[config.mk]
export PLATFORM = sky130hd
export DESIGN_NAME = fcsr_host
export DESIGN_NICKNAME = d
export VERILOG_FILES = /design/src/fcsr_pkg.sv /design/src/fcsr_bus_if.sv /design/src/fcsr_cycle_engine.sv /design/src/fcsr_host.sv
export SDC_FILE = /design/constraint.sdc
export NUM_CORES = 1
export LEC_CHECK = 0
export BUFFER_PORTS_ARGS = -buffer_cell sky130_fd_sc_hd__buf_2
export CAP_MARGIN = 5
export CORE_MARGIN = 2
export CORE_UTILIZATION = 32
export CTS_CLUSTER_SIZE = 16
export DETAILED_ROUTE_END_ITERATION = 10
export PLACE_DENSITY = 0.6
export SLEW_MARGIN = 20
export SYNTH_ARGS = -nofsm -noshare
export SYNTH_HDL_FRONTEND = slang
export SYNTH_SLANG_ARGS = --single-unit
[constraint.sdc]
create_clock -name clk -period 3.1 [get_ports clk]
set_input_delay 0.62 -clock clk [delete_from_list [all_inputs] [get_ports clk]]
set_output_delay 0.62 -clock clk [all_outputs]
set_load 0.05 [all_outputs]
[src/fcsr_pkg.sv]
// constants, types and command codes for the parallel flash host controller
package fcsr_pkg;
  localparam int AW = 19;
  localparam int DW = 16;
  // clock and bus timing, least times rounded up to whole cycles
  localparam int CLK_NS = 40;
  localparam int WP_NS = 45;
  localparam int ACC_NS = 70;
  localparam int HOLD_NS = 30;
  localparam logic [2:0] WP_CYC = 3'((WP_NS + CLK_NS - 1) / CLK_NS);
  localparam logic [2:0] ACC_CYC = 3'((ACC_NS + CLK_NS - 1) / CLK_NS);
  localparam logic [2:0] HOLD_CYC = 3'((HOLD_NS + CLK_NS - 1) / CLK_NS);
  // word-mode command addresses
  localparam logic [AW-1:0] ADDR_UNLOCK1 = 19'h00555;
  localparam logic [AW-1:0] ADDR_UNLOCK2 = 19'h002AA;
  localparam logic [AW-1:0] ADDR_ANY = 19'h00000;
  localparam logic [AW-1:0] ADDR_CFI = 19'h00055;
  localparam logic [AW-1:0] ADDR_PROT_LOW = 19'h00002;
  localparam int SECTOR_LSB = 12;
  // command codes, low data byte
  localparam logic [7:0] CODE_UNLOCK1 = 8'hAA;
  localparam logic [7:0] CODE_UNLOCK2 = 8'h55;
  localparam logic [7:0] CODE_RESET = 8'hF0;
  localparam logic [7:0] CODE_PROGRAM = 8'hA0;
  localparam logic [7:0] CODE_ERASE_SETUP = 8'h80;
  localparam logic [7:0] CODE_CHIP_ERASE = 8'h10;
  localparam logic [7:0] CODE_SECTOR_ERASE = 8'h30;
  localparam logic [7:0] CODE_SUSPEND = 8'hB0;
  localparam logic [7:0] CODE_RESUME = 8'h30;
  localparam logic [7:0] CODE_BYPASS = 8'h20;
  localparam logic [7:0] CODE_AUTOSELECT = 8'h90;
  localparam logic [7:0] CODE_BYPASS_EXIT2 = 8'h00;
  localparam logic [7:0] CODE_CFI = 8'h98;
  // status bit positions on the data bus
  localparam int POLLING_STATUS_BIT = 7;
  localparam int FIRST_TOGGLE_BIT = 6;
  localparam int TIMEOUT_FLAG_BIT = 5;

  typedef enum logic [3:0] {
    OP_READ = 4'h0, OP_RESET = 4'h1, OP_PROG = 4'h2, OP_SERASE = 4'h3,
    OP_CERASE = 4'h4, OP_SUSPEND = 4'h5, OP_RESUME = 4'h6, OP_BYP_ENTER = 4'h7,
    OP_BYP_PROG = 4'h8, OP_BYP_EXIT = 4'h9, OP_PROT = 4'hA, OP_CFI = 4'hB
  } fcsr_op_t;

  typedef struct packed {
    logic wr;
    logic last;
    logic [AW-1:0] a;
    logic [DW-1:0] d;
  } fcsr_cycle_t;

  typedef enum logic [2:0] {
    S_IDLE = 3'h0, S_CYC = 3'h1, S_POLL_A = 3'h3, S_POLL_B = 3'h2,
    S_FINAL = 3'h6, S_RECOVER = 3'h7
  } fcsr_state_t;

  typedef enum logic [1:0] {
    E_IDLE = 2'h0, E_SETUP = 2'h1, E_STROBE = 2'h3, E_HOLD = 2'h2
  } fcsr_eng_t;
endpackage : fcsr_pkg

[src/fcsr_bus_if.sv]
// one bus cycle request and answer between sequencer and cycle engine
`timescale 1ns/1ps
interface fcsr_bus_if;
  import fcsr_pkg::*;
  logic req;
  logic wr;
  logic [AW-1:0] addr;
  logic [DW-1:0] wdata;
  logic ack;
  logic [DW-1:0] rdata;
  modport master (output req, output wr, output addr, output wdata, input ack, input rdata);
  modport engine (input req, input wr, input addr, input wdata, output ack, output rdata);
endinterface : fcsr_bus_if

[src/fcsr_cycle_engine.sv]
// single read or write cycle on the flash pins
`timescale 1ns/1ps
module fcsr_cycle_engine
  import fcsr_pkg::*;
(
  input wire logic clk,
  input wire logic reset_n,
  fcsr_bus_if.engine bus,
  output logic [AW-1:0] flash_addr,
  output logic [DW-1:0] flash_dq_out,
  output logic flash_dq_oe_n,
  input wire logic [DW-1:0] flash_dq_in,
  output logic flash_ce_n,
  output logic flash_we_n,
  output logic flash_oe_n
);
  fcsr_eng_t state_q;
  logic [2:0] cnt_q;
  logic wr_q;
  logic ack_q;
  logic [DW-1:0] rdata_q;

  assign bus.ack = ack_q;
  assign bus.rdata = rdata_q;

  // cycle sequencing; ce rises after every cycle so each read is a fresh access
  always_ff @(posedge clk or negedge reset_n) begin
    if (!reset_n) begin
      state_q <= E_IDLE;
      cnt_q <= 3'h0;
      wr_q <= 1'b0;
      ack_q <= 1'b0;
      rdata_q <= 16'h0000;
      flash_addr <= 19'h00000;
      flash_dq_out <= 16'h0000;
      flash_dq_oe_n <= 1'b1;
      flash_ce_n <= 1'b1;
      flash_we_n <= 1'b1;
      flash_oe_n <= 1'b1;
    end else begin
      ack_q <= 1'b0;
      unique case (state_q)
        E_IDLE: begin
          if (bus.req) begin
            flash_addr <= bus.addr;
            flash_dq_out <= bus.wdata;
            // drive the data bus only on writes
            flash_dq_oe_n <= ~bus.wr;
            flash_ce_n <= 1'b0;
            wr_q <= bus.wr;
            state_q <= E_SETUP;
          end
        end
        E_SETUP: begin
          // address settles one cycle ahead of the strobe
          if (wr_q) begin
            flash_we_n <= 1'b0;
          end else begin
            flash_oe_n <= 1'b0;
          end
          cnt_q <= 3'h0;
          state_q <= E_STROBE;
        end
        E_STROBE: begin
          cnt_q <= cnt_q + 3'h1;
          if (cnt_q == (wr_q ? WP_CYC : ACC_CYC) - 3'h1) begin
            flash_we_n <= 1'b1;
            flash_oe_n <= 1'b1;
            if (!wr_q) begin
              rdata_q <= flash_dq_in;
            end
            cnt_q <= 3'h0;
            state_q <= E_HOLD;
          end
        end
        E_HOLD: begin
          // data still driven past the we rising edge, where the device latches it
          cnt_q <= cnt_q + 3'h1;
          if (cnt_q == HOLD_CYC - 3'h1) begin
            flash_ce_n <= 1'b1;
            flash_dq_oe_n <= 1'b1;
            ack_q <= 1'b1;
            state_q <= E_IDLE;
          end
        end
      endcase
    end
  end
endmodule : fcsr_cycle_engine

[src/fcsr_host.sv]
// host controller issuing command sequences to a parallel flash and polling status
// How it works
// - all sequence cycles are writes except array read and autoselect fourth cycle
// - host writes reset after autoselect and when timeout shows during status
// - bypass program only after bypass entry; leave by bypass reset or F0
// - after polling shows done, host reads once more for valid data
// - host may skip erase-timer check when sector commands stay under 50 us
`timescale 1ns/1ps
module fcsr_host
  import fcsr_pkg::*;
(
  input wire logic clk,
  input wire logic reset_n,
  input wire logic cmd_valid,
  input wire fcsr_op_t cmd_op,
  input wire logic [AW-1:0] cmd_addr,
  input wire logic [DW-1:0] cmd_data,
  output logic cmd_busy,
  output logic cmd_done,
  output logic cmd_fail,
  output logic cmd_refused,
  output logic [DW-1:0] cmd_rdata,
  output logic bypass_active,
  output logic flash_ready,
  output logic [AW-1:0] flash_addr,
  output logic [DW-1:0] flash_dq_out,
  output logic flash_dq_oe_n,
  input wire logic [DW-1:0] flash_dq_in,
  output logic flash_ce_n,
  output logic flash_we_n,
  output logic flash_oe_n,
  input wire logic ready_busy_n_pin
);
  fcsr_bus_if bus ();

  fcsr_state_t state_q;
  fcsr_op_t op_q;
  logic [AW-1:0] addr_q;
  logic [DW-1:0] data_q;
  logic [AW-1:0] poll_addr_q;
  logic [2:0] idx_q;
  logic pend_q;
  logic req_q;
  logic wr_q;
  logic [AW-1:0] baddr_q;
  logic [DW-1:0] bdata_q;
  logic tog1_q;
  logic recheck_q;
  logic finish_c;
  logic stopped_c;
  fcsr_cycle_t cur_c;

  // command value in the low byte, upper byte held at zero
  function automatic logic [DW-1:0] cmd_w(input logic [7:0] code);
    cmd_w = {8'h00, code};
  endfunction : cmd_w

  // ops that start an embedded algorithm and need polling
  function automatic logic poll_op(input fcsr_op_t op);
    poll_op = (op == OP_PROG) || (op == OP_BYP_PROG) || (op == OP_SERASE) ||
              (op == OP_CERASE);
  endfunction : poll_op

  function automatic logic refuse_f(input fcsr_op_t op, input logic byp);
    if (byp) begin
      refuse_f = !((op == OP_READ) || (op == OP_BYP_PROG) || (op == OP_BYP_EXIT) ||
                   (op == OP_RESET));
    end else begin
      refuse_f = (op == OP_BYP_PROG) || (op == OP_BYP_EXIT);
    end
  endfunction : refuse_f

  // bus cycle idx of the sequence for op; unlock pair leads the long sequences
  function automatic fcsr_cycle_t cyc_f(input fcsr_op_t op, input logic [2:0] idx,
                                        input logic [AW-1:0] ua, input logic [DW-1:0] ud);
    fcsr_cycle_t c;
    logic [AW-1:0] sa;
    sa = {ua[AW-1:SECTOR_LSB], {SECTOR_LSB{1'b0}}};
    c = '{wr: 1'b1, last: 1'b0, a: ADDR_UNLOCK1, d: cmd_w(CODE_UNLOCK1)};
    if (idx == 3'h1 || idx == 3'h4) begin
      c.a = ADDR_UNLOCK2;
      c.d = cmd_w(CODE_UNLOCK2);
    end
    unique case (op)
      OP_READ: c = '{1'b0, 1'b1, ua, 16'h0000};
      OP_RESET: c = '{1'b1, 1'b1, ADDR_ANY, cmd_w(CODE_RESET)};
      OP_SUSPEND: c = '{1'b1, 1'b1, ADDR_ANY, cmd_w(CODE_SUSPEND)};
      OP_RESUME: c = '{1'b1, 1'b1, ADDR_ANY, cmd_w(CODE_RESUME)};
      OP_CFI: c = '{1'b1, 1'b1, ADDR_CFI, cmd_w(CODE_CFI)};
      OP_PROG: begin
        if (idx == 3'h2) c.d = cmd_w(CODE_PROGRAM);
        if (idx == 3'h3) c = '{1'b1, 1'b1, ua, ud};
      end
      OP_SERASE, OP_CERASE: begin
        if (idx == 3'h2) c.d = cmd_w(CODE_ERASE_SETUP);
        if (idx == 3'h5) begin
          c = (op == OP_SERASE) ? '{1'b1, 1'b1, sa, cmd_w(CODE_SECTOR_ERASE)} :
                                  '{1'b1, 1'b1, ADDR_UNLOCK1, cmd_w(CODE_CHIP_ERASE)};
        end
      end
      OP_BYP_ENTER: begin
        if (idx == 3'h2) c = '{1'b1, 1'b1, ADDR_UNLOCK1, cmd_w(CODE_BYPASS)};
      end
      OP_BYP_PROG: begin
        c = (idx == 3'h0) ? '{1'b1, 1'b0, ADDR_ANY, cmd_w(CODE_PROGRAM)} :
                            '{1'b1, 1'b1, ua, ud};
      end
      OP_BYP_EXIT: begin
        c = (idx == 3'h0) ? '{1'b1, 1'b0, ADDR_ANY, cmd_w(CODE_AUTOSELECT)} :
                            '{1'b1, 1'b1, ADDR_ANY, cmd_w(CODE_BYPASS_EXIT2)};
      end
      OP_PROT: begin
        if (idx == 3'h2) c.d = cmd_w(CODE_AUTOSELECT);
        if (idx == 3'h3) c = '{1'b0, 1'b0, sa | ADDR_PROT_LOW, 16'h0000};
        if (idx == 3'h4) c = '{1'b1, 1'b1, ADDR_ANY, cmd_w(CODE_RESET)};
      end
      default: c = '{1'b1, 1'b1, ADDR_ANY, cmd_w(CODE_RESET)};
    endcase
    cyc_f = c;
  endfunction : cyc_f

  assign bus.req = req_q;
  assign bus.wr = wr_q;
  assign bus.addr = baddr_q;
  assign bus.wdata = bdata_q;

  // cycle for the current state; polls read the address of the last command cycle (program, sector or 555 for chip erase)
  always_comb begin
    cur_c = cyc_f(op_q, idx_q, addr_q, data_q);
    if (state_q == S_POLL_A || state_q == S_POLL_B || state_q == S_FINAL) begin
      cur_c = '{1'b0, 1'b1, poll_addr_q, 16'h0000};
    end else if (state_q == S_RECOVER) begin
      cur_c = '{1'b1, 1'b1, ADDR_ANY, cmd_w(CODE_RESET)};
    end
    stopped_c = bus.rdata[FIRST_TOGGLE_BIT] == tog1_q;
  end

  assign finish_c = bus.ack && (((state_q == S_CYC) && cur_c.last && !poll_op(op_q)) ||
                                (state_q == S_FINAL) || (state_q == S_RECOVER));

  // cycle request: one pulse per bus cycle, next only after the answer
  always_ff @(posedge clk or negedge reset_n) begin
    if (!reset_n) begin
      req_q <= 1'b0;
      pend_q <= 1'b0;
      wr_q <= 1'b0;
      baddr_q <= 19'h00000;
      bdata_q <= 16'h0000;
    end else begin
      req_q <= 1'b0;
      if (bus.ack) begin
        pend_q <= 1'b0;
      end else if (state_q != S_IDLE && !pend_q) begin
        req_q <= 1'b1;
        pend_q <= 1'b1;
        wr_q <= cur_c.wr;
        baddr_q <= cur_c.a;
        bdata_q <= cur_c.d;
      end
    end
  end

  // sequencer and toggle-bit polling
  always_ff @(posedge clk or negedge reset_n) begin
    if (!reset_n) begin
      state_q <= S_IDLE;
      op_q <= OP_READ;
      addr_q <= 19'h00000;
      data_q <= 16'h0000;
      poll_addr_q <= 19'h00000;
      idx_q <= 3'h0;
      tog1_q <= 1'b0;
      recheck_q <= 1'b0;
    end else begin
      unique case (state_q)
        S_IDLE: begin
          if (cmd_valid && !refuse_f(cmd_op, bypass_active)) begin
            op_q <= cmd_op;
            addr_q <= cmd_addr;
            data_q <= cmd_data;
            idx_q <= 3'h0;
            recheck_q <= 1'b0;
            state_q <= S_CYC;
          end
        end
        S_CYC: begin
          if (bus.ack) begin
            idx_q <= idx_q + 3'h1;
            if (cur_c.last) begin
              state_q <= poll_op(op_q) ? S_POLL_A : S_IDLE;
              poll_addr_q <= cur_c.a;
            end
          end
        end
        S_POLL_A: begin
          if (bus.ack) begin
            tog1_q <= bus.rdata[FIRST_TOGGLE_BIT];
            state_q <= S_POLL_B;
          end
        end
        S_POLL_B: begin
          if (bus.ack) begin
            tog1_q <= bus.rdata[FIRST_TOGGLE_BIT];
            if (stopped_c) begin
              state_q <= S_FINAL;
            end else if (bus.rdata[TIMEOUT_FLAG_BIT]) begin
              // toggle may stop just as the flag rises, so check once more
              recheck_q <= 1'b1;
              if (recheck_q) state_q <= S_RECOVER;
            end
          end
        end
        S_FINAL, S_RECOVER: begin
          if (bus.ack) state_q <= S_IDLE;
        end
      endcase
    end
  end

  // user-side answers and mode tracking
  always_ff @(posedge clk or negedge reset_n) begin
    if (!reset_n) begin
      cmd_busy <= 1'b0;
      cmd_done <= 1'b0;
      cmd_fail <= 1'b0;
      cmd_refused <= 1'b0;
      cmd_rdata <= 16'h0000;
      bypass_active <= 1'b0;
      flash_ready <= 1'b0;
    end else begin
      flash_ready <= ready_busy_n_pin;
      cmd_done <= finish_c;
      cmd_refused <= (state_q == S_IDLE) && cmd_valid && refuse_f(cmd_op, bypass_active);
      if (state_q == S_IDLE && cmd_valid && !refuse_f(cmd_op, bypass_active)) begin
        cmd_busy <= 1'b1;
        cmd_fail <= 1'b0;
      end else if (finish_c) begin
        cmd_busy <= 1'b0;
      end
      if (state_q == S_RECOVER && bus.ack) cmd_fail <= 1'b1;
      if (bus.ack && !cur_c.wr && state_q != S_POLL_A && state_q != S_POLL_B) begin
        cmd_rdata <= bus.rdata;
      end
      if (finish_c && state_q == S_CYC && op_q == OP_BYP_ENTER) begin
        bypass_active <= 1'b1;
      end else if (finish_c && (op_q == OP_BYP_EXIT || op_q == OP_RESET ||
                                state_q == S_RECOVER)) begin
        bypass_active <= 1'b0;
      end
    end
  end

  fcsr_cycle_engine u_engine (
    .clk(clk),
    .reset_n(reset_n),
    .bus(bus.engine),
    .flash_addr(flash_addr),
    .flash_dq_out(flash_dq_out),
    .flash_dq_oe_n(flash_dq_oe_n),
    .flash_dq_in(flash_dq_in),
    .flash_ce_n(flash_ce_n),
    .flash_we_n(flash_we_n),
    .flash_oe_n(flash_oe_n)
  );
endmodule : fcsr_host

==> out/results.ini, run 1 <==
[route]
ant_nets=0
wl_mm=20.12
viasPerCell=5.005
wire_per_inst_um=16.85
route.detailed.drc=0
drt_iter0_markers=315
dr.pass1.iters=5
num_vias=5976

[worst_setup_path]
crit_path_start_kind=flip-flop
slowest_delay_ns=0.54
crit_slowest_cell=dfrtp_1
arrival_ns=2.95
worst-setup-path-type=flip-flop to flip-flop
cp-end-kind=flip-flop
crit_required_ns=3.41
cp_max_fo=15
worstPathCellList=inv_1, ha_1, buf_4, nand2_1, nand2_1, o311ai_4, buf_4, mux2_2

[layout]
fillers=2529
register_area_um2=4710
drive_above_1_share_pct=37.02
syn_to_final_growth_pct=20.90
multiInputGateArea_um2=3412
layout.nets=913
antenna-diode-count=0

[clocking]
clk_pin_slew_ns=0.07
clkLatencyLatePin_ns=0.43
cts_setup_buffers=0
clock-sinks=188
cts-resized-gates=0
cts_root_buffer=clkbuf_16
tritoncts=done
cts_max_level=4
numCtsBuffers=17
cts_hold_repair.buffers=0
clockBufferDepth=2

[yosys]
synth_most_common_cell=dfrtp_1
synth_edf_count=0
netlist_top_cells_area=dfrtp_1 55%, mux2_2 15%, nand2_1 3.0%, a21oi_1 2.9%, o21ai_0 2.5%
synth_nets=785
synth_compound_area_share_pct=13.95
synth_xor_area_share_pct=0.3131
synth_top_family_by_area=multiplexers
synth_cells=718
synth_area_um2=8393
synthFlopType=dfrtp_1
yosysUniqueCellTypes=66
ys_ff_latch=188
ys.warnings.count=0
synthDominantCellAreaShare_pct=54.86
seq_area_frac_synth_pct=56.11
synth_fa_ha_area_share_pct=1.193
async_flop_share_pct=100.0
yosysTopAreaCell=dfrtp_1
synth_common_cells=184 x dfrtp_1, 112 x mux2_2, 66 x nand2_1
syn_area_per_cell_um2=11.69
synth-simple-area-share_pct=9.884
synthMuxAreaShare_pct=15.15

[run_status]
status=finished, final reports clean

[timing]
setup_tns_ns=0
finalCritPeriodShare_pct=85.35
maxSlewViolCount=0
tightest_slew_ns=0.7549
skew_ns=0.01556
finalSetupViolCount=0
hold_viol=0
grt_setup_unrepaired=false
maxSlewHeadroom_pct=49.28
max_freq_ghz=0.3779
timing.final.crit_period_ns=2.646

[pwr]
p_comb_share_pct=41.9
p_leak_nw=4.655
peakVddDrop_mv=0.4763
seq_power_share_pct=36.9
clkPwrFrac_pct=21.1
switching_share_pct=41.24
power_density_nw_per_um2=1094
internal_power_mw=6.523
p_sw_mw=4.578
total_power_mw=11.10

[grt]
grt_overflow=0
grt_pass1_wl_mm=32.66
grt_pass1_vias=5856
grtUsageTotal_pct=14.84
grt_max_degree=71
antenna_found_initial=0

[floorplan]
die_area_um2=27540
io_pins=120
start_util_pct=32.39
die_w_um=166.0
die_h_um=166.0
num_rows=59
fp.coreArea_um2=25910

[job]
cap_violations=0

[placement]
hpwl_mm=14.06
place_congestion=0.9120
portBuffers=119

[min_path]
holdCritPathClass=primary input to async pin

## per-layer routing
| layer | GRT usage [%] | vias to the layer above | share of wire [%] |
|---|---|---|---|
| li1 | - | 2840 | - |
| met4 | 4.348 | 0 | 1.7 |
| met2 | 22.98 | 136 | 47 |
| met1 | 20.84 | 2980 | 48 |
| met5 | 0 | - | 0 |
| met3 | 3.432 | 20 | 4.1 |
## logic make-up (layout without fill, tap and decap cells)
family                   after synthesis  count (layout)
flip-flops                           188             188
XOR/XNOR                               3               3
multiplexers                         113             113
AND/OR/NAND/NOR                      169             169
AO/OA/AOI/OAI                        176             176
buffers and inverters                 61             202
adder cells (fa/ha/maj)                8               8
## sequential cells by signal, summed over array words and instances (netlist names), 2 cells and up
name                   flops
cmd_rdata                 16
poll_addr_q               19
u_engine.cnt_q             3
data_q                    16
bdata_q                   16
addr_q                    19
u_engine.flash_dq_out     16
baddr_q                   19
u_engine.state_q           2
u_engine.flash_addr       19
u_engine.bus.rdata        16
state_q                    3
op_q                       4
idx_q                      3
## layout by cell type (no fill, tap or decap), types with 8 or more instances in the layout
| cell type | Yosys | final |
|---|---|---|
| a21oi_1 | 48 | 48 |
| a22o_1 | 13 | 13 |
| a31oi_1 | 9 | 9 |
| buf_2 | 12 | 118 |
| buf_4 | 9 | 30 |
| clkbuf_16 | 0 | 17 |
| dfrtp_1 | 184 | 184 |
| ha_1 | 8 | 8 |
| inv_1 | 16 | 16 |
| mux2_2 | 112 | 112 |
| nand2_1 | 66 | 66 |
| nand2b_1 | 13 | 13 |
| nand3_1 | 13 | 13 |
| nor2_1 | 34 | 32 |
| nor2b_1 | 9 | 9 |
| o21ai_0 | 42 | 42 |
## final cells by class
type | count | share of cell area, %
Clock inverter | 13 | 1.776
Tap cell | 335 | 4.131
Sequential cell | 188 | 46.41
Timing Repair Buffer | 153 | 8.964
Inverter | 17 | 0.6289
Clock buffer | 19 | 4.464
Multi-Input combinational cell | 469 | 33.63
## final timing paths
kind,from,endpoint,slack (ns),cells after the start
setup / recovery,idx_q[2]$_DFFE_PN0P_,poll_addr_q[9]$_DFFE_PN0P_,0.45,8
max in group asynchronous,reset_n,bdata_q[1]$_DFFE_PN0P_,2.11,2
hold / removal,reset_n,bdata_q[8]$_DFFE_PN0P_,0.20,1
min in group clk,ready_busy_n_pin,flash_ready$_DFF_PN0_,0.29,1
setup reg to reg,idx_q[2]$_DFFE_PN0P_,poll_addr_q[9]$_DFFE_PN0P_,0.45,8
hold reg to reg,bus.wr$_DFFE_PN0P_,u_engine.flash_dq_oe_n$_DFFE_PN1P_,0.46,1
## critical path: cells and delay by family, from the launching register on
| family | cells | cell delay, ns |
|---|---|---|
| AOI/OAI and AO/OA | 1 | 0.33 |
| muxes | 1 | 0.35 |
| adders and majority gates | 1 | 0.33 |
| buffers and inverters | 3 | 0.59 |
| and+or+nand+nor | 2 | 0.38 |
| DFF | 1 | 0.54 |
## power by group through the flow
stage / sequential (mW) / clock (mW) / combinational [mW]
floorplan: 4.88 / 0 / 2.60
global placement: 4.14 / 0 / 4.65
detailed placement: 4.15 / 0 / 4.66
CTS: 4.11 / 2.40 / 4.68
global route: 4.24 / 2.51 / 5.08
finish: 4.10 / 2.35 / 4.66
## through the flow
stage	util (%)	instance area (um^2)	cells	hold slack, ns	setup WS [ns]
floorplan	-	8393	718	0.3244	0.7958
global placement	36.72	9514	1162	0.4419	0.5146
detailed placement	36.72	9514	1162	0.4493	0.4630
CTS	39.16	10150	1194	0.2139	0.4395
global route	39.16	10150	1194	0.2286	0.2680
finish	39.16	10150	1194	0.1995	0.4540
No activity file was read; power rests on OpenSTA's default activity.
==> inputs of run 2 (changes only) <==
--- a/config.mk
+++ b/config.mk
@@ -5,13 +5,13 @@
 export SDC_FILE = /design/constraint.sdc
 export NUM_CORES = 1
 export LEC_CHECK = 0
-export BUFFER_PORTS_ARGS = -buffer_cell sky130_fd_sc_hd__buf_2
 export CAP_MARGIN = 5
 export CORE_MARGIN = 2
 export CORE_UTILIZATION = 32
 export CTS_CLUSTER_SIZE = 16
 export DETAILED_ROUTE_END_ITERATION = 10
-export PLACE_DENSITY = 0.6
+export DONT_BUFFER_PORTS = 1
+export PLACE_DENSITY = 0.56
 export SLEW_MARGIN = 20
 export SYNTH_ARGS = -nofsm -noshare
 export SYNTH_HDL_FRONTEND = slang
==> out/results.ini, run 2 (synthesis gave the netlist of run 1 again) <==
[run_status]
status=complete, but fails checks
failed_checks=negative hold slack

[layout]
drive_above_1_share_pct=26.29
mostFrequentLayoutCells=184 x dfrtp_1, 112 x mux2_2, 66 x nand2_1
final_util_pct=36.58
instances_no_fill=1070
mostFrequentLayoutCell=dfrtp_1
layout.nets=788
fillers=2557
syn_to_final_growth_pct=12.92

[worst_setup_path]
arrival_ns=2.89
cp-end-kind=flip-flop
crit_path_start=idx_q[2]$_DFFE_PN0P_
reg2reg_depth=9
critPathMostFrequentCell=nor2_1
critPathBufInv=2
worstPathCellList=inv_1, ha_1, nor2_1, nor2_1, o21ai_0, a21oi_1, o221a_2, buf_12, mux2_2
crit_required_ns=3.41
r2r-start=idx_q[2]$_DFFE_PN0P_
cp_max_fo=16
worst-setup-path-type=flip-flop to flip-flop
crit_slowest_cell=dfrtp_1
reg2reg_slack_ns=0.52
r2r-end=cmd_rdata[2]$_DFFE_PN0P_
slowest_delay_ns=0.50
critical_path.top_delay_family=compound AO/OA/AOI/OAI gates
crit_path_start_kind=flip-flop

[clocking]
cts_max_level=4
numCtsBuffers=17
clock-sinks=188
tritoncts=done
cts-resized-gates=0
cts_root_buffer=clkbuf_16
clockBufferDepth=2
clkLatencyLatePin_ns=0.43
clk_pin_slew_ns=0.07

[floorplan]
die_w_um=166.0
io_pins=120
fp.coreArea_um2=25910
die_area_um2=27540
die_h_um=166.0
start_util_pct=32.39
num_rows=59

[grt]
grt_pass1_vias=5587
grt_pass1_wl_mm=31.91
antenna_found_initial=0
grtUsageTotal_pct=14.59
grt_max_degree=189
grt_overflow=0

[timing]
tightest_slew_ns=0.8142
grt_setup_unrepaired=false
timing.final.crit_period_ns=2.584
finalCritPeriodShare_pct=83.34
holdWs_ns=-0.1001
max_freq_ghz=0.3871
maxSlewViolCount=0
maxSlewHeadroom_pct=45.60
skew_ns=0.01465
hold_viol=139
finalSetupViolCount=0
setup_tns_ns=0

[pwr]
clkPwrFrac_pct=20.6
peakVddDrop_mv=0.4188
p_sw_mw=4.474
total_power_mw=10.55
p_leak_nw=4.085
switching_share_pct=42.39
internal_power_mw=6.080
p_comb_share_pct=29.9
power_density_nw_per_um2=1114
seq_power_share_pct=49.5

[min_path]
holdCritPathClass=primary input to async pin

[route]
drt_iter0_markers=288
num_vias=5519
wl_mm=19.72
ant_nets=0
dr.pass1.iters=4
route.detailed.drc=0
viasPerCell=5.158
wire_per_inst_um=18.43

[placement]
hpwl_mm=13.54
place_congestion=0.9368
dpl.cell_count=1037
portBuffers=0

[job]
cap_violations=0

-- run 2: cell types whose count changed in the layout (fill, tap and decap cells not counted), sizes merged --
cell | before | now
clkinv | 4 | 7
diode | 0 | 1
bufinv | 3 | 1
buf | 152 | 28
clkinvlp | 0 | 1
clkbuf | 20 | 17
-- run 2: layer usage --
metal | part of all wire [%] | vias up | GRT usage, %
met5 | 0 | - | 0
li1 | - | 2585 | -
met2 | 47 | 135 | 22.55
met3 | 3.7 | 20 | 3.360
met1 | 48 | 2779 | 20.55
met4 | 1.8 | 0 | 4.234
-- run 2: how the worst max path moves through the flow --
stage | to | cells after the start
2_1_floorplan | addr_q[18]$_DFFE_PN0P_ | 4
3_3_place_gp | cmd_rdata[9]$_DFFE_PN0P_ | 9
3_5_place_dp | cmd_rdata[2]$_DFFE_PN0P_ | 9
4_1_cts | cmd_rdata[2]$_DFFE_PN0P_ | 9
5_1_grt | poll_addr_q[0]$_DFFE_PN0P_ | 8
6_report | cmd_rdata[2]$_DFFE_PN0P_ | 9
-- run 2: cell type report --
| cell class | instances | area [um^2] | share of cell area, % |
|---|---|---|---|
| Antenna cell | 1 | 2.502 | 0.02640 |
| Multi-Input combinational cell | 469 | 3412 | 36.00 |
| Clock inverter | 15 | 160.2 | 1.690 |
| Sequential cell | 188 | 4710 | 49.69 |
| Timing Repair Buffer | 28 | 285.3 | 3.010 |
| Inverter | 17 | 63.81 | 0.6733 |
| Clock buffer | 17 | 425.4 | 4.488 |
| Tap cell | 335 | 419.2 | 4.422 |
-- run 2: what timing repair did --
action,4_1_cts,5_1_grt
endpoints found under the hold margin,184,184
endpoints found under the setup margin,0,0
buffers inserted,0,0
-- run 2: power groups by stage --
stage | clock network [mW] | registers [mW] | logic [mW]
2_1_floorplan | 0 | 4.88 | 2.60
3_3_place_gp | 0 | 5.27 | 3.14
3_5_place_dp | 0 | 5.29 | 3.17
4_1_cts | 2.26 | 5.24 | 3.18
5_1_grt | 2.36 | 5.37 | 3.52
6_report | 2.18 | 5.22 | 3.16
-- run 2: per-stage QoR --
step	setup WS, ns	cell area (um^2)
after floorplan	0.7958	8393
after global placement	0.5314	8890
after detailed placement	0.5122	8890
after CTS	0.4981	9475
after global routing	0.2533	9475
final	0.5164	9478
-- run 2: worst register-to-register path, cell delays in order (launching register included) --
cell and delay [ns]:
dfrtp_1 0.50, inv_1 0.16, ha_1 0.48, nor2_1 0.15, nor2_1 0.11, o21ai_0 0.08, a21oi_1 0.23, o221a_2 0.25
buf_12 0.16, mux2_2 0.36
==> inputs of run 3 (changes only) <==
--- a/config.mk
+++ b/config.mk
@@ -5,13 +5,14 @@
 export SDC_FILE = /design/constraint.sdc
 export NUM_CORES = 1
 export LEC_CHECK = 0
+export ABC_AREA = 1
 export CAP_MARGIN = 5
 export CORE_MARGIN = 2
 export CORE_UTILIZATION = 32
 export CTS_CLUSTER_SIZE = 16
 export DETAILED_ROUTE_END_ITERATION = 10
 export DONT_BUFFER_PORTS = 1
-export PLACE_DENSITY = 0.56
+export PLACE_DENSITY = 0.57
 export SLEW_MARGIN = 20
 export SYNTH_ARGS = -nofsm -noshare
 export SYNTH_HDL_FRONTEND = slang
==> constraint.sdc (replaced) <==
create_clock -name clk -period 2.3 [get_ports clk]
set_input_delay 0.46 -clock clk [delete_from_list [all_inputs] [get_ports clk]]
set_output_delay 0.46 -clock clk [all_outputs]
set_load 0.05 [all_outputs]
==> out/results.ini, run 3 <==
[layout]
mostFrequentLayoutCell=nand2_1
mostFrequentLayoutCells=355 x nand2_1, 184 x dfrtp_1, 102 x inv_1
syn_to_final_growth_pct=12.54
stdcell_area_um2=9469
antenna-diode-count=0
layout.nets=1098
drive_above_1_share_pct=7.759

[worst_setup_path]
cp-end-kind=flip-flop
crit_path_start_kind=flip-flop
crit_required_ns=2.63
worst-setup-path-type=flip-flop to flip-flop
cp_max_fo=32
arrival_ns=2.36

[grt]
grt_max_degree=189
grtUsageTotal_pct=15.65
grt_overflow=0
antenna_found_initial=1
grt_pass1_vias=6339
grt_pass1_wl_mm=34.68

[timing]
maxSlewViolCount=0
hold_viol=188
finalSetupViolCount=0
max_freq_ghz=0.4925
tightest_slew_ns=0.5865
maxSlewHeadroom_pct=60.48
grt_setup_unrepaired=false
timing.final.ws_setup_ns=0.2695
finalCritPeriodShare_pct=88.28
setup_tns_ns=0
timing.final.crit_period_ns=2.030
skew_ns=0.01531
holdWs_ns=-0.2944

[floorplan]
num_rows=59
io_pins=120
die_h_um=166.2
die_area_um2=27610
die_w_um=166.2
start_util_pct=32.47
fp.coreArea_um2=25910

[yosys]
syn_area_per_cell_um2=8.169
synthFlopType=dfrtp_1
ys_ff_latch=188
yosysUniqueCellTypes=32
netlist_top_cells_area=dfrtp_1 55%, nand2_1 16%, o21ai_0 5.9%, inv_1 4.6%, nor2_1 3.7%
synth_most_common_cell=nand2_1
synth_edf_count=0
synth_nets=1097
synth_area_um2=8414
async_flop_share_pct=100.0
yosysTopAreaCell=dfrtp_1
seq_area_frac_synth_pct=55.97
synth_cells=1030
ys.warnings.count=0
synthDominantCellAreaShare_pct=54.72
synth_common_cells=358 x nand2_1, 184 x dfrtp_1, 102 x inv_1

[pwr]
internal_power_mw=7.566
peakVddDrop_mv=0.6033
p_leak_nw=4.702
p_comb_share_pct=32.0
power_density_nw_per_um2=1491
switching_share_pct=46.40
seq_power_share_pct=46.7
clkPwrFrac_pct=21.3
p_sw_mw=6.550

[route]
drt_iter0_markers=443
route.detailed.drc=0
dr.pass1.iters=6
wire_per_inst_um=15.06
ant_nets=0
viasPerCell=4.676
wl_mm=20.77
num_vias=6448

[clocking]
cts_root_buffer=clkbuf_16
cts_max_level=4
tritoncts=done
clk_pin_slew_ns=0.08
numCtsBuffers=17
cts_setup_buffers=0
clkLatencyLatePin_ns=0.44
clock-sinks=188
clockBufferDepth=2

[placement]
pre_cts_ws_ns=0.1138
portBuffers=0
place_congestion=0.8954
placed_cell_area_um2=8830
hpwl_mm=14.65

[min_path]
holdCritPathClass=primary input to async pin

[run_status]
status=complete, but fails checks
failed_checks=negative hold slack

[job]
cap_violations=0

## run 3: cell count changes in the layout (fill, tap and decap cells not counted), sizes merged, moves of 5 or more
cell | before | now
nand2 | 66 | 362
mux2 | 112 | 0
inv | 23 | 113
o21ai | 50 | 139
nor2 | 34 | 85
nand3 | 13 | 36
a21oi | 50 | 31
a22o | 13 | 0
nand2b | 13 | 0
buf | 28 | 19
nor2b | 9 | 0
a221oi | 7 | 0
o22a | 5 | 0
## run 3: cell families after synthesis
logic type / synth area share [%]
simple gates: 23.75
compound gates: 11.72
flops: 55.97
fa+ha+maj: 1.190
buf+inv: 7.167
xor+xnor: 0.2082
## run 3: cell type report
cell class	instances	area, um^2
Inverter	107	404.1
Tap cell	335	419.2
Sequential cell	188	4710
Fill cell	2690	16440
Multi-Input combinational cell	698	3126
Clock buffer	17	425.4
Clock inverter	15	192.7
Timing Repair Buffer	19	192.7
## run 3: worst paths after layout
check                      slack [ns]  depth (start not counted)                                    end                   start
max                              0.27                         13               cmd_rdata[0]$_DFFE_PN0P_    idx_q[0]$_DFFE_PN0P_
min                             -0.29                          0  u_engine.flash_dq_out[11]$_DFFE_PN0P_                 reset_n
max reg2reg                      0.27                         13               cmd_rdata[0]$_DFFE_PN0P_    idx_q[0]$_DFFE_PN0P_
min reg2reg                      0.48                          2     u_engine.flash_addr[4]$_DFFE_PN0P_  baddr_q[4]$_DFFE_PN0P_
max in group asynchronous        2.29                          0     u_engine.flash_dq_oe_n$_DFFE_PN1P_                 reset_n
min in group clk                 0.04                          0                  flash_ready$_DFF_PN0_        ready_busy_n_pin
## run 3: critical path, cell delays in order (launching register included)
cell     delay (ns)
dfrtp_1        0.38
inv_1          0.10
ha_1           0.23
nand2_2        0.13
inv_1          0.08
nand2_1        0.12
nand2_1        0.12
inv_1          0.07
nand4_1        0.18
nand2_1        0.13
nand2_2        0.07
buf_12         0.16
nand2_1        0.07
o21ai_1        0.07
## run 3: metal layers
metal	wire length, um	vias up	GRT usage (%)
met3	1366	18	5.005
met1	10100	3004	21.68
met2	9035	155	23.63
li1	-	3271	-
met5	0	-	0
met4	269	0	4.348
## run 3: timing repair
action | CTS | global route
endpoints found under the hold margin | 188 | 188
gates resized for setup | 0 | 12
endpoints found under the setup margin | 0 | 35
## run 3: power groups by stage
stage	registers, mW	clock network [mW]	logic (mW)
floorplan	6.42	0	3.40
global route	6.78	3.22	5.28
CTS	6.62	3.10	4.50
finish	6.60	3.01	4.51
detailed placement	6.67	0	4.49
global placement	6.66	0	4.44
## run 3: through the flow
step / power, mW / utilization [%] / cells
floorplan: 9.823 / - / 1030
global placement: 11.11 / 34.08 / 1347
detailed placement: 11.16 / 34.08 / 1347
CTS: 14.22 / 36.46 / 1379
global route: 15.27 / 36.54 / 1379
finish: 14.12 / 36.54 / 1379
